## src/rtl/cmpctl_pkg.sv

```systemverilog
// Register map, field positions and encodings for the comparator control block
package cmpctl_pkg;
  localparam logic [7:0] OFF_CTRL_A    = 8'h00;
  localparam logic [7:0] OFF_EDGE_EN   = 8'h04;
  localparam logic [7:0] OFF_MINUS_SEL = 8'h08;
  localparam logic [7:0] OFF_PLUS_SEL  = 8'h0C;
  localparam logic [7:0] OFF_MIRROR    = 8'h10;
  localparam logic [7:0] OFF_IRQ_STAT  = 8'h14;
  localparam logic [7:0] OFF_IRQ_EN    = 8'h18;
  localparam logic [7:0] OFF_IRQ_CLR   = 8'h1C;
  localparam int B_ENABLE  = 7;
  localparam int B_RESULT  = 6;
  localparam int B_INVERT  = 4;
  localparam int B_DEADBND = 1;
  localparam int B_RETIME  = 0;
  localparam int B_RISE    = 1;
  localparam int B_FALL    = 0;
  localparam int B_MIR_1   = 0;
  localparam int B_MIR_2   = 1;
  localparam int B_EVT     = 0;
  localparam logic [7:0] RST_REG = 8'h00;
  localparam logic [2:0] MSEL_REF2 = 3'h6;
  localparam logic [2:0] MSEL_GND  = 3'h7;
  localparam logic [2:0] PSEL_DAC  = 3'h5;
  localparam logic [2:0] PSEL_REF2 = 3'h6;
  localparam logic [2:0] PSEL_GND  = 3'h7;
endpackage

```

## src/rtl/cmpctl_top.sv

```systemverilog
// Comparator control and status logic with APB register slave
//
// Implementation choices: register access over APB and the placing of the registers.
`timescale 1ns/1ps
`default_nettype none
module cmpctl_top (
  input  wire logic        MCLK_I,
  input  wire logic        RST_I,
  input  wire logic        PSEL_I,
  input  wire logic        PENABLE_I,
  input  wire logic        PWRITE_I,
  input  wire logic [7:0]  PADDR_I,
  input  wire logic [31:0] PWDATA_I,
  output logic      [31:0] PRDATA_O,
  output logic             PREADY_O,
  output logic             PSLVERR_O,
  input  wire logic        CMP_RAW_I,
  input  wire logic        TMR_CLK_I,
  input  wire logic        OTHER_RESULT_I,
  output logic             CMP_ENABLE_O,
  output logic             DEADBAND_EN_O,
  output logic      [2:0]  MINUS_SEL_O,
  output logic      [2:0]  PLUS_SEL_O,
  output logic      [3:0]  MINUS_PIN_EN_O,
  output logic      [1:0]  PLUS_PIN_EN_O,
  output logic             PLUS_DAC_EN_O,
  output logic             MINUS_REF_EN_O,
  output logic             PLUS_REF_EN_O,
  output logic             MINUS_GND_EN_O,
  output logic             PLUS_GND_EN_O,
  output logic             CMP_OUT_O,
  output logic             IRQ_O
);
  logic       enable_q, invert_q, deadband_q, retime_q;
  logic       rise_en_q, fall_en_q;
  logic [2:0] msel_q, psel_q;
  logic       result_q, result_prev_q, other_q;
  logic       flag_q, irq_en_q;
  logic       tclk_prev_q, ext_q;
  logic       wr, rd, hit, edge_evt, clr_evt, tclk_fall, result_d;

  assign wr = PSEL_I & PENABLE_I & PWRITE_I;
  assign rd = PSEL_I & ~PENABLE_I & ~PWRITE_I;

  // Comparator core gated off when disabled, inputs disconnect too
  assign result_d = (enable_q & CMP_RAW_I) ^ invert_q;

  always_ff @(posedge MCLK_I or posedge RST_I) begin
    if (RST_I) begin
      enable_q   <= 1'b0;
      invert_q   <= 1'b0;
      deadband_q <= 1'b0;
      retime_q   <= 1'b0;
      rise_en_q  <= 1'b0;
      fall_en_q  <= 1'b0;
      msel_q     <= 3'h0;
      psel_q     <= 3'h0;
      irq_en_q   <= 1'b0;
    end else if (wr) begin
      case (PADDR_I)
        cmpctl_pkg::OFF_CTRL_A: begin
          enable_q   <= PWDATA_I[cmpctl_pkg::B_ENABLE];
          invert_q   <= PWDATA_I[cmpctl_pkg::B_INVERT];
          deadband_q <= PWDATA_I[cmpctl_pkg::B_DEADBND];
          retime_q   <= PWDATA_I[cmpctl_pkg::B_RETIME];
        end
        cmpctl_pkg::OFF_EDGE_EN: begin
          rise_en_q <= PWDATA_I[cmpctl_pkg::B_RISE];
          fall_en_q <= PWDATA_I[cmpctl_pkg::B_FALL];
        end
        cmpctl_pkg::OFF_MINUS_SEL: msel_q <= PWDATA_I[2:0];
        cmpctl_pkg::OFF_PLUS_SEL:  psel_q <= PWDATA_I[2:0];
        cmpctl_pkg::OFF_IRQ_EN:    irq_en_q <= PWDATA_I[cmpctl_pkg::B_EVT];
        default: ;
      endcase
    end
  end

  // Result sampled each cycle; previous copy drives edge detection
  always_ff @(posedge MCLK_I or posedge RST_I) begin
    if (RST_I) begin
      result_q      <= 1'b0;
      result_prev_q <= 1'b0;
      other_q       <= 1'b0;
    end else begin
      result_q      <= result_d;
      result_prev_q <= result_q;
      other_q       <= OTHER_RESULT_I;
    end
  end

  assign edge_evt = (rise_en_q & result_q & ~result_prev_q)
                  | (fall_en_q & ~result_q & result_prev_q);
  assign clr_evt  = wr & (PADDR_I == cmpctl_pkg::OFF_IRQ_CLR)
                  & PWDATA_I[cmpctl_pkg::B_EVT];

  always_ff @(posedge MCLK_I or posedge RST_I) begin
    if (RST_I) begin
      flag_q <= 1'b0;
    end else if (edge_evt) begin
      flag_q <= 1'b1;
    end else if (clr_evt) begin
      flag_q <= 1'b0;
    end
  end

  // Timer clock sampled as a plain input; its fall marks retime points
  assign tclk_fall = tclk_prev_q & ~TMR_CLK_I;

  always_ff @(posedge MCLK_I or posedge RST_I) begin
    if (RST_I) begin
      tclk_prev_q <= 1'b0;
      ext_q       <= 1'b0;
    end else begin
      tclk_prev_q <= TMR_CLK_I;
      if (!retime_q) begin
        ext_q <= result_d;
      end else if (tclk_fall) begin
        ext_q <= result_d;
      end
    end
  end

  always_ff @(posedge MCLK_I or posedge RST_I) begin
    if (RST_I) begin
      CMP_ENABLE_O   <= 1'b0;
      DEADBAND_EN_O  <= 1'b0;
      MINUS_SEL_O    <= 3'h0;
      PLUS_SEL_O     <= 3'h0;
      MINUS_PIN_EN_O <= 4'h0;
      PLUS_PIN_EN_O  <= 2'h0;
      PLUS_DAC_EN_O  <= 1'b0;
      MINUS_REF_EN_O <= 1'b0;
      PLUS_REF_EN_O  <= 1'b0;
      MINUS_GND_EN_O <= 1'b0;
      PLUS_GND_EN_O  <= 1'b0;
      IRQ_O          <= 1'b0;
    end else begin
      CMP_ENABLE_O   <= enable_q;
      DEADBAND_EN_O  <= deadband_q;
      MINUS_SEL_O    <= msel_q;
      PLUS_SEL_O     <= psel_q;
      // Codes 100 and 101 leave the minus node open
      MINUS_PIN_EN_O <= (enable_q & ~msel_q[2]) ?
                        4'(4'h1 << msel_q[1:0]) : 4'h0;
      MINUS_REF_EN_O <= enable_q & (msel_q == cmpctl_pkg::MSEL_REF2);
      MINUS_GND_EN_O <= enable_q & (msel_q == cmpctl_pkg::MSEL_GND);
      // Codes 010..100 leave the plus node open
      PLUS_PIN_EN_O  <= (enable_q & (psel_q[2:1] == 2'h0)) ?
                        2'(2'h1 << psel_q[0]) : 2'h0;
      PLUS_DAC_EN_O  <= enable_q & (psel_q == cmpctl_pkg::PSEL_DAC);
      PLUS_REF_EN_O  <= enable_q & (psel_q == cmpctl_pkg::PSEL_REF2);
      PLUS_GND_EN_O  <= enable_q & (psel_q == cmpctl_pkg::PSEL_GND);
      IRQ_O          <= (flag_q | edge_evt) & irq_en_q;
    end
  end

  assign CMP_OUT_O = ext_q;

  // Zero-wait slave; data prepared during setup phase
  assign hit = (PADDR_I == cmpctl_pkg::OFF_CTRL_A)
             | (PADDR_I == cmpctl_pkg::OFF_EDGE_EN)
             | (PADDR_I == cmpctl_pkg::OFF_MINUS_SEL)
             | (PADDR_I == cmpctl_pkg::OFF_PLUS_SEL)
             | (PADDR_I == cmpctl_pkg::OFF_MIRROR)
             | (PADDR_I == cmpctl_pkg::OFF_IRQ_STAT)
             | (PADDR_I == cmpctl_pkg::OFF_IRQ_EN)
             | (PADDR_I == cmpctl_pkg::OFF_IRQ_CLR);

  always_ff @(posedge MCLK_I or posedge RST_I) begin
    if (RST_I) begin
      PRDATA_O  <= 32'h0000_0000;
      PREADY_O  <= 1'b0;
      PSLVERR_O <= 1'b0;
    end else begin
      PREADY_O  <= PSEL_I & ~PENABLE_I;
      PSLVERR_O <= PSEL_I & ~PENABLE_I & ~hit;
      PRDATA_O  <= 32'h0000_0000;
      if (rd) begin
        case (PADDR_I)
          cmpctl_pkg::OFF_CTRL_A: begin
            PRDATA_O[cmpctl_pkg::B_ENABLE]  <= enable_q;
            PRDATA_O[cmpctl_pkg::B_RESULT]  <= result_q;
            PRDATA_O[cmpctl_pkg::B_INVERT]  <= invert_q;
            PRDATA_O[cmpctl_pkg::B_DEADBND] <= deadband_q;
            PRDATA_O[cmpctl_pkg::B_RETIME]  <= retime_q;
          end
          cmpctl_pkg::OFF_EDGE_EN: begin
            PRDATA_O[cmpctl_pkg::B_RISE] <= rise_en_q;
            PRDATA_O[cmpctl_pkg::B_FALL] <= fall_en_q;
          end
          cmpctl_pkg::OFF_MINUS_SEL: PRDATA_O[2:0] <= msel_q;
          cmpctl_pkg::OFF_PLUS_SEL:  PRDATA_O[2:0] <= psel_q;
          cmpctl_pkg::OFF_MIRROR: begin
            PRDATA_O[cmpctl_pkg::B_MIR_1] <= result_q;
            PRDATA_O[cmpctl_pkg::B_MIR_2] <= other_q;
          end
          cmpctl_pkg::OFF_IRQ_STAT: PRDATA_O[cmpctl_pkg::B_EVT] <= flag_q;
          cmpctl_pkg::OFF_IRQ_EN:   PRDATA_O[cmpctl_pkg::B_EVT] <= irq_en_q;
          default: ;
        endcase
      end
    end
  end
endmodule
`default_nettype wire
```

## config.mk

```make
export PLATFORM = sky130hd
export DESIGN_NAME = cmpctl_top
export DESIGN_NICKNAME = d
export VERILOG_FILES = /design/src/rtl/cmpctl_pkg.sv /design/src/rtl/cmpctl_top.sv
export SDC_FILE = /design/constraint.sdc
export NUM_CORES = 1
export LEC_CHECK = 0
export ABC_CLOCK_PERIOD_IN_PS = 3500
export BUFFER_PORTS_ARGS = -buffer_cell sky130_fd_sc_hd__clkbuf_2
export CELL_PAD_IN_SITES_DETAIL_PLACEMENT = 0
export CELL_PAD_IN_SITES_GLOBAL_PLACEMENT = 2
export CORE_ASPECT_RATIO = 1.75
export CORE_MARGIN = 10
export CORE_UTILIZATION = 29
export CTS_CLUSTER_SIZE = 30
export DETAILED_ROUTE_END_ITERATION = 10
export PLACE_DENSITY = 0.92
export SYNTH_ARGS = -nofsm -noshare
export SYNTH_HDL_FRONTEND = slang
export SYNTH_SLANG_ARGS = --single-unit
```

## constraint.sdc

```tcl
create_clock -name MCLK_I -period 3.5 [get_ports MCLK_I]
set_input_delay 0.7 -clock MCLK_I [delete_from_list [all_inputs] [get_ports MCLK_I]]
set_output_delay 0.7 -clock MCLK_I [all_outputs]
set_load 0.05 [all_outputs]
```

# After elaboration in Yosys (flattened, before gate mapping)
# Cells that the tools add are included.
dict set report word_totals {
  ff_bits 47
  out_inout_bits 55
  in_bits 48
}
dict set report op_classes {
  shifts 2
  muxes 14
  eq_ne 13
  n_reduce_logical 8
  bitwise_logic 38
}
# operator count
set op_table {}
lappend op_table {{equality test 8 x 5 -> 1 bit (second input constant)} 4}
lappend op_table {{bitwise AND 1 bit} 21}
lappend op_table {{equality test 8 x 4 -> 1 bit (second input constant)} 2}
lappend op_table {{equality test 3 bit (second input constant)} 5}
lappend op_table {{AND reduction 2 bit} 5}
lappend op_table {{OR 1 bit} 9}
lappend op_table {{equality test 8 x 3 -> 1 bit (second input constant)} 1}
lappend op_table {{zero test 8 bit} 1}
lappend op_table {{NOT 1 bit} 7}
lappend op_table {{case mux 1 bit (7 select lines)} 1}
lappend op_table {{2-to-1 mux 1 bit} 6}
lappend op_table {{2-to-1 mux 2 bit} 3}
lappend op_table {{case mux 1 bit (5 select lines)} 1}
lappend op_table {{2-to-1 mux 4 bit} 1}
lappend op_table {{<< shifter 1 x 2 -> 4 bit (first input constant)} 1}
lappend op_table {{2-to-1 mux 3 bit} 1}
lappend op_table {{zero test 2 bit} 1}
lappend op_table {{inequality test 2 x 1 -> 1 bit (second input constant)} 1}
lappend op_table {{case mux 1 bit (2 select lines)} 1}
lappend op_table {{nonzero test 2 bit} 1}
lappend op_table {{<< shifter 1 x 1 -> 2 bit (first input constant)} 1}
lappend op_table {{bitwise XOR 1 bit} 1}

# Depth between registers and ports, before layout
# Gate-level depths: netlist of the first run.
dict set report depth {
  word_depth 10
  ltp_mapped 4
  ltp_nobuf 3
}

# Worst setup path after synthesis of the first run
# No wires, ideal clock.
dict set report synth_path {
  path_kind {in2reg}
  start {input port PADDR_I[1]}
  end {register msel_q[0]}
  n_path_buf 0
  setup_slack_ps 1749
  path_stages 3
  arrival_time_ps 1626
  required_ps 3375
  cell_sequence {nor4_4 -> and4_2 -> mux2_2}
}
dict set report synth_between {
  elab_chain_len 2
}
# element line_no
set synth_lines {}
lappend synth_lines {{start: declaration} cmpctl_top.sv:12} ;# input wire logic [7:0] PADDR_I,
lappend synth_lines {{equality test 8 x 4 -> 1 bit} cmpctl_top.sv:60} ;# case (PADDR_I)
lappend synth_lines {{AND reduction 2 bit (no source line)} --}
lappend synth_lines {{end signal: assignment} cmpctl_top.sv:71} ;# cmpctl_pkg::OFF_MINUS_SEL: msel_q <= PWDATA_I[2:0];
lappend synth_lines {{end: declaration} cmpctl_top.sv:36} ;# logic [2:0] msel_q, psel_q;
# Every way passes these cells.
# A chain may end at the register's enable or synchronous reset.

# Worst setup path in the final report of the first run
dict set report layout_path {
  start {input port PADDR_I[7]}
  end {register enable_q}
}
dict set report layout_between {
  elab_chain_len 2
}
# element line_no
set layout_lines {}
lappend layout_lines {{zero test 8 bit} cmpctl_top.sv:60}
lappend layout_lines {{AND reduction 2 bit (no source line)} --}
lappend layout_lines {{end signal: assignment} cmpctl_top.sv:62} ;# enable_q <= PWDATA_I[cmpctl_pkg::B_ENABLE];
lappend layout_lines {{end: declaration} cmpctl_top.sv:34} ;# logic enable_q, invert_q, deadband_q, retime_q;
# Every way passes these cells.

==> results of run 1 <==
## through the flow
stage	instances	utilization, %
final	301	34.91
after global routing	301	34.91
after CTS	301	34.91
after detailed placement	294	32.81
after global placement	294	32.81
after floorplan	190	-
## layout by cell type (no fill, tap or decap), drive strengths merged, types with 4 or more instances in the layout
cell type,count
conb,26
nand4,5
inv,4
dfrtp,47
and4,4
mux2i,5
nor3,6
and2,4
nand2,9
nand2b,5
clkbuf,55
nor2,8
mux2,15
## worst max-delay path, cell delays in order
cell and delay (ps):
clkbuf_2 80, nor2_1 420, nand4_1 390, mux2_2 380
## path summary, 6_finish.rpt
kind | startpoint | end | slack [ps] | cells past startpoint
worst max register to register | enable_q$_DFFE_PP0P_ | CMP_OUT_O$_DFFE_PP0P_ | 2350 | 3
min in group asynchronous | RST_I | PRDATA_O[2]$_DFF_PP0_ | 620 | 2
worst min-delay path | deadband_q$_DFFE_PP0P_ | DEADBAND_EN_O$_DFF_PP0_ | 410 | 0
worst max-delay path | PADDR_I[7] | enable_q$_DFFE_PP0P_ | 1690 | 4
worst min register to register | deadband_q$_DFFE_PP0P_ | DEADBAND_EN_O$_DFF_PP0_ | 410 | 0
max in group asynchronous | RST_I | PLUS_REF_EN_O$_DFF_PP0_ | 2320 | 2
## cell families (layout without fill, tap and decap cells)
family,Yosys count,after routing,share of synthesized area [%]
xor+xnor,1,1,0.4327
mux,20,20,10.82
flops,47,47,58.10
other cells,1,26,0.1852
simple gates,54,54,15.76
buf+inv,33,60,11.56
compound gates,9,9,3.152
## per-layer routing
| metal | vias up | track usage, % | routed length [um] |
|---|---|---|---|
| met2 | 66 | 13.73 | 2219 |
| met5 | - | 0 | 0 |
| met3 | 6 | 3.470 | 358 |
| met4 | 0 | 3.924 | 78 |
| li1 | 616 | - | - |
| met1 | 621 | 9.189 | 1733 |
## power by group through the flow
stage,registers [mW],logic (mW),clock network [mW]
after floorplan,0.575,0.112,0
after global placement,0.565,0.124,0
after detailed placement,0.565,0.126,0
after CTS,0.555,0.126,0.468
after global routing,0.556,0.136,0.487
final,0.555,0.126,0.452
## final cells by class
| class | count | area [sq um] | share of cell area, % |
|---|---|---|---|
| clock buffer | 6 | 138.9 | 5.802 |
| clock inverter | 1 | 5.005 | 0.2091 |
| multi-input combinational | 110 | 708.2 | 29.59 |
| inverter | 4 | 15.01 | 0.6273 |
| sequential | 47 | 1176 | 49.14 |
| timing repair buffer | 49 | 245.2 | 10.25 |
| tap | 84 | 105.1 | 4.391 |
## sequential cells by signal, summed over array words and instances (netlist names), 2 cells and up
register / cells
msel_q: 3
psel_q: 3
PRDATA_O: 6
MINUS_SEL_O: 3
PLUS_PIN_EN_O: 2
PLUS_SEL_O: 3
MINUS_PIN_EN_O: 4
==> impl_metrics.yaml, run 1 <==
floorplan:
  io_pins: 103
  die_area_sq_mm: 0.01085
  die_h_um: 130.5
  fp.coreArea_sq_mm: 0.006857
  fp.dieW_um: 83.16
  start_util_pct: 29.53
  rows: 40
timing:
  setup_viol: 0
  final_hold_viol_count: 0
  timing.fmax_mhz: 551.6
  timing.setup.tns_ps: 0
  fin_crit_ps: 1813
  rsz0062_at_grt: "false"
  tightest_slew_ps: 924.5
  whs_ps: 408.7
  setup_slack_ps: 1687
  clock_skew_ps: 4.047
  min_period_over_period_pct: 51.80
  final_max_slew_viol_count: 0
  relSlewSlack_pct: 38.27
power_and_ir_drop:
  p_sw_share_pct: 25.12
  power_mw: 1.133
  p_per_area_mw_per_mm2: 473.5
  seq_power_share_pct: 49.0
  combPwrFrac_pct: 11.1
  leakage_nw: 1.273
  switchingPower_mw: 0.2848
  internal_power_mw: 0.8487
  clock_power_share_pct: 39.9
  ir_drop_uv: 175.0
cts:
  clock-root-buffer: "clkbuf_16"
  cts_sinks: 47
  clk_path_buf_depth: 2
  cts_setup_buffers: 0
  htreeDepth: 2
  hold_buffers: 0
  cts_buffers: 5
  ctsResizeCount: 0
  path_clk_slew_ps: 60
  cts_tree: "done"
  clock_insertion_delay_worst_skew_ps: 280
place:
  dp_slack_ps: 1386
  io_buffers: 49
  hpwl_mm: 3.559
  gp_congestion: 0.8210
  postPlaceCellArea_sq_mm: 0.002250
synthesis:
  syn_avg_cell_area_sq_um: 12.27
  synth_top_area_share_pct: 58.10
  yosysTopAreaCell: "dfrtp_1"
  synthArstFlopShare_pct: 100.0
  netlist_instances: 165
  yosysMostFrequentCell: "dfrtp_1"
  yosysSeqAreaShare_pct: 58.10
  ys_types: 31
  ys_seq_elements: 47
  synth_edf_count: 0
  netlist_top_cells_count: "dfrtp_1, buf_4, mux2_2"
  synth_ff_type: "dfrtp_1"
  ys_warn_count: 0
  synth_area_leaders: "dfrtp_1, buf_4, mux2_2"
  synth_area_sq_mm: 0.002024
finish:
  fin_area_sq_mm: 0.002394
  n_fill_cell: 718
  layout-area-overhead-vs-synth_pct: 18.23
  layout-drive-gt1-share_pct: 34.56
  nNetsFinal: 265
  diodes: 0
routing:
  vias: 1309
  wirelength_mm: 4.390
  postRouteAntennaNets: 0
  via_per_inst: 4.349
  drc_errors: 0
  first_iter_violations: 39
  wl_per_cell_um: 14.58
  firstDrtPassIters: 4
worst_setup_path:
  crit_path_start_kind: "input pin"
  arrival_ps: 1980
  cp_max_fo: 9
  path_class: "in -> reg"
  cp-end-kind: "flop"
  worstPathRequired_ps: 3660
global_routing:
  antenna_found_initial: 0
  grt_use_total_pct: 8.352
  grt_max_degree: 48
  overflow: 0
  grt_pass1_vias: 1480
  grt_pass1_wl_mm: 7.238
hold_path:
  hold_class: "reg -> reg"
status:
  outcome: "complete, no violations"
run:
  cap_violations: 0
(Power assumes the default switching activity.)
==> run 2, diff against run 1 <==
ABC_CLOCK_PERIOD_IN_PS = 1700   (was 3500)
CORE_UTILIZATION = 27   (was 29)
PLACE_DENSITY = 0.87   (was 0.92)
clock period = 1.7 ns   (was 3.5 ns; I/O delays follow)
==> impl_metrics.yaml, run 2 (same netlist as run 1, synthesis figures left out) <==
status:
  outcome: "complete, no violations"
timing:
  final_hold_viol_count: 0
  clock_skew_ps: 4.109
  fin_crit_ps: 1333
  final_max_slew_viol_count: 0
  timing.fmax_mhz: 750.3
  timing.setup.tns_ps: 0
  min_period_over_period_pct: 78.40
  rsz0062_at_grt: "false"
  whs_ps: 19.41
  setup_viol: 0
routing:
  first_iter_violations: 72
  postRouteAntennaNets: 0
  vias: 1315
  wl_per_cell_um: 14.15
  via_per_inst: 4.228
  wirelength_mm: 4.400
  drc_errors: 0
  firstDrtPassIters: 4
finish:
  nNetsFinal: 272
  multi_input_area_sq_um: 708.2
  diodes: 0
  top_register: "PRDATA_O"
  reg_top3: "PRDATA_O (6), MINUS_PIN_EN_O (4)"
  layout-area-overhead-vs-synth_pct: 23.98
  utilization_pct: 34.46
  final_common_cell: "clkbuf_2"
  final_cell_mix: "clkbuf_2, dfrtp_1, conb_1, mux2_2, nand2_1"
  largest_reg_flops: 6
  register_area_sq_mm: 0.001176
  n_fill_cell: 758
  layout-drive-gt1-share_pct: 36.89
place:
  io_buffers: 49
  gp_congestion: 0.8514
  hpwl_mm: 3.664
floorplan:
  fp.dieW_um: 85.46
  start_util_pct: 27.79
  rows: 41
  fp.coreArea_sq_mm: 0.007284
  die_h_um: 134.6
  io_pins: 103
  die_area_sq_mm: 0.01150
cts:
  clk_path_buf_depth: 2
  path_clk_slew_ps: 60
  clock-root-buffer: "clkbuf_16"
  cts_buffers: 5
  cts_sinks: 47
  htreeDepth: 2
  ctsResizeCount: 0
  hold_buffers: 0
  clock_insertion_delay_worst_skew_ps: 280
  cts_setup_buffers: 0
  cts_tree: "done"
power_and_ir_drop:
  ir_drop_uv: 481.6
  internal_power_mw: 2.025
  switchingPower_mw: 0.6167
  p_sw_share_pct: 23.34
  p_per_area_mw_per_mm2: 1053
  power_mw: 2.642
  clock_power_share_pct: 46.5
  leakage_nw: 1.328
  seq_power_share_pct: 43.3
  combPwrFrac_pct: 10.3
worst_setup_path:
  path_delay_family: "simple AND/OR/NAND/NOR gates"
  path_class: "in -> reg"
  cp_max_fo: 5
  worstPathCellList: "clkbuf_2 > nor4_4 > nand4_1 > buf_4 > mux2_2"
  cp-end-kind: "flop"
  crit_path_start_kind: "input pin"
  timing.critical_path.buf_inv: 2
  slowest_stage: "nor4_4"
  arrival_ps: 1500
  worstPathRequired_ps: 1870
  cpPeakStageDelay_ps: 370
run:
  cap_violations: 0
global_routing:
  grt_pass1_vias: 1440
  antenna_found_initial: 0
  grt_pass1_wl_mm: 7.189
  overflow: 0
  grt_max_degree: 31
  grt_use_total_pct: 7.895
hold_path:
  hold_class: "in -> async"
[run 2: final timing paths]
kind,from,end,slack (ps),cells past startpoint
max,PADDR_I[1],enable_q$_DFFE_PP0P_,370,5
max in group asynchronous,RST_I,MINUS_SEL_O[0]$_DFF_PP0_,1190,3
max reg2reg,psel_q[0]$_DFFE_PP0P_,PRDATA_O[0]$_DFF_PP0_,520,3
min in group MCLK_I,OTHER_RESULT_I,other_q$_DFF_PP0_,160,1
min,RST_I,PRDATA_O[7]$_DFF_PP0_,20,2
min reg2reg,deadband_q$_DFFE_PP0P_,DEADBAND_EN_O$_DFF_PP0_,400,0
[run 2: worst reg2reg max path, cell delays in order (launching register included)]
cell and delay (ps):
dfrtp_1 440, mux2i_1 220, o32ai_1 100, o311a_1 300
[run 2: layout make-up]
cell class                      count  area share [%]
Multi-Input combinational cell    110           28.22
Clock buffer                        5           4.985
Clock inverter                      3           2.692
Sequential cell                    47           46.86
Tap cell                           86           4.287
Inverter                            4          0.5982
Timing Repair Buffer               56           12.36
[run 2: layer usage]
metal / share of wire, % / GRT usage (%) / vias up
met2: 49 / 12.96 / 62
li1: - / - / 634
met3: 12 / 4.398 / 5
met5: 0 / 0 / -
met1: 37 / 7.912 / 614
met4: 1.8 / 3.585 / 0
[run 2: power by group through the flow]
stage	logic [mW]	registers [mW]	clock network, mW
2_1_floorplan	0.230	1.18	0
3_3_place_gp	0.270	1.16	0
3_5_place_dp	0.272	1.16	0
4_1_cts	0.272	1.14	1.26
5_1_grt	0.293	1.14	1.32
6_report	0.272	1.14	1.23
[run 2: through the flow]
stage / instances / worst slack (ps) / instance area [sq um]
final: 311 / 367.3 / 2510
after CTS: 311 / 348.3 / 2510
after floorplan: 190 / 243.9 / 2118
after global routing: 311 / 303.6 / 2510
after detailed placement: 303 / 51.39 / 2317
after global placement: 303 / 32.12 / 2317
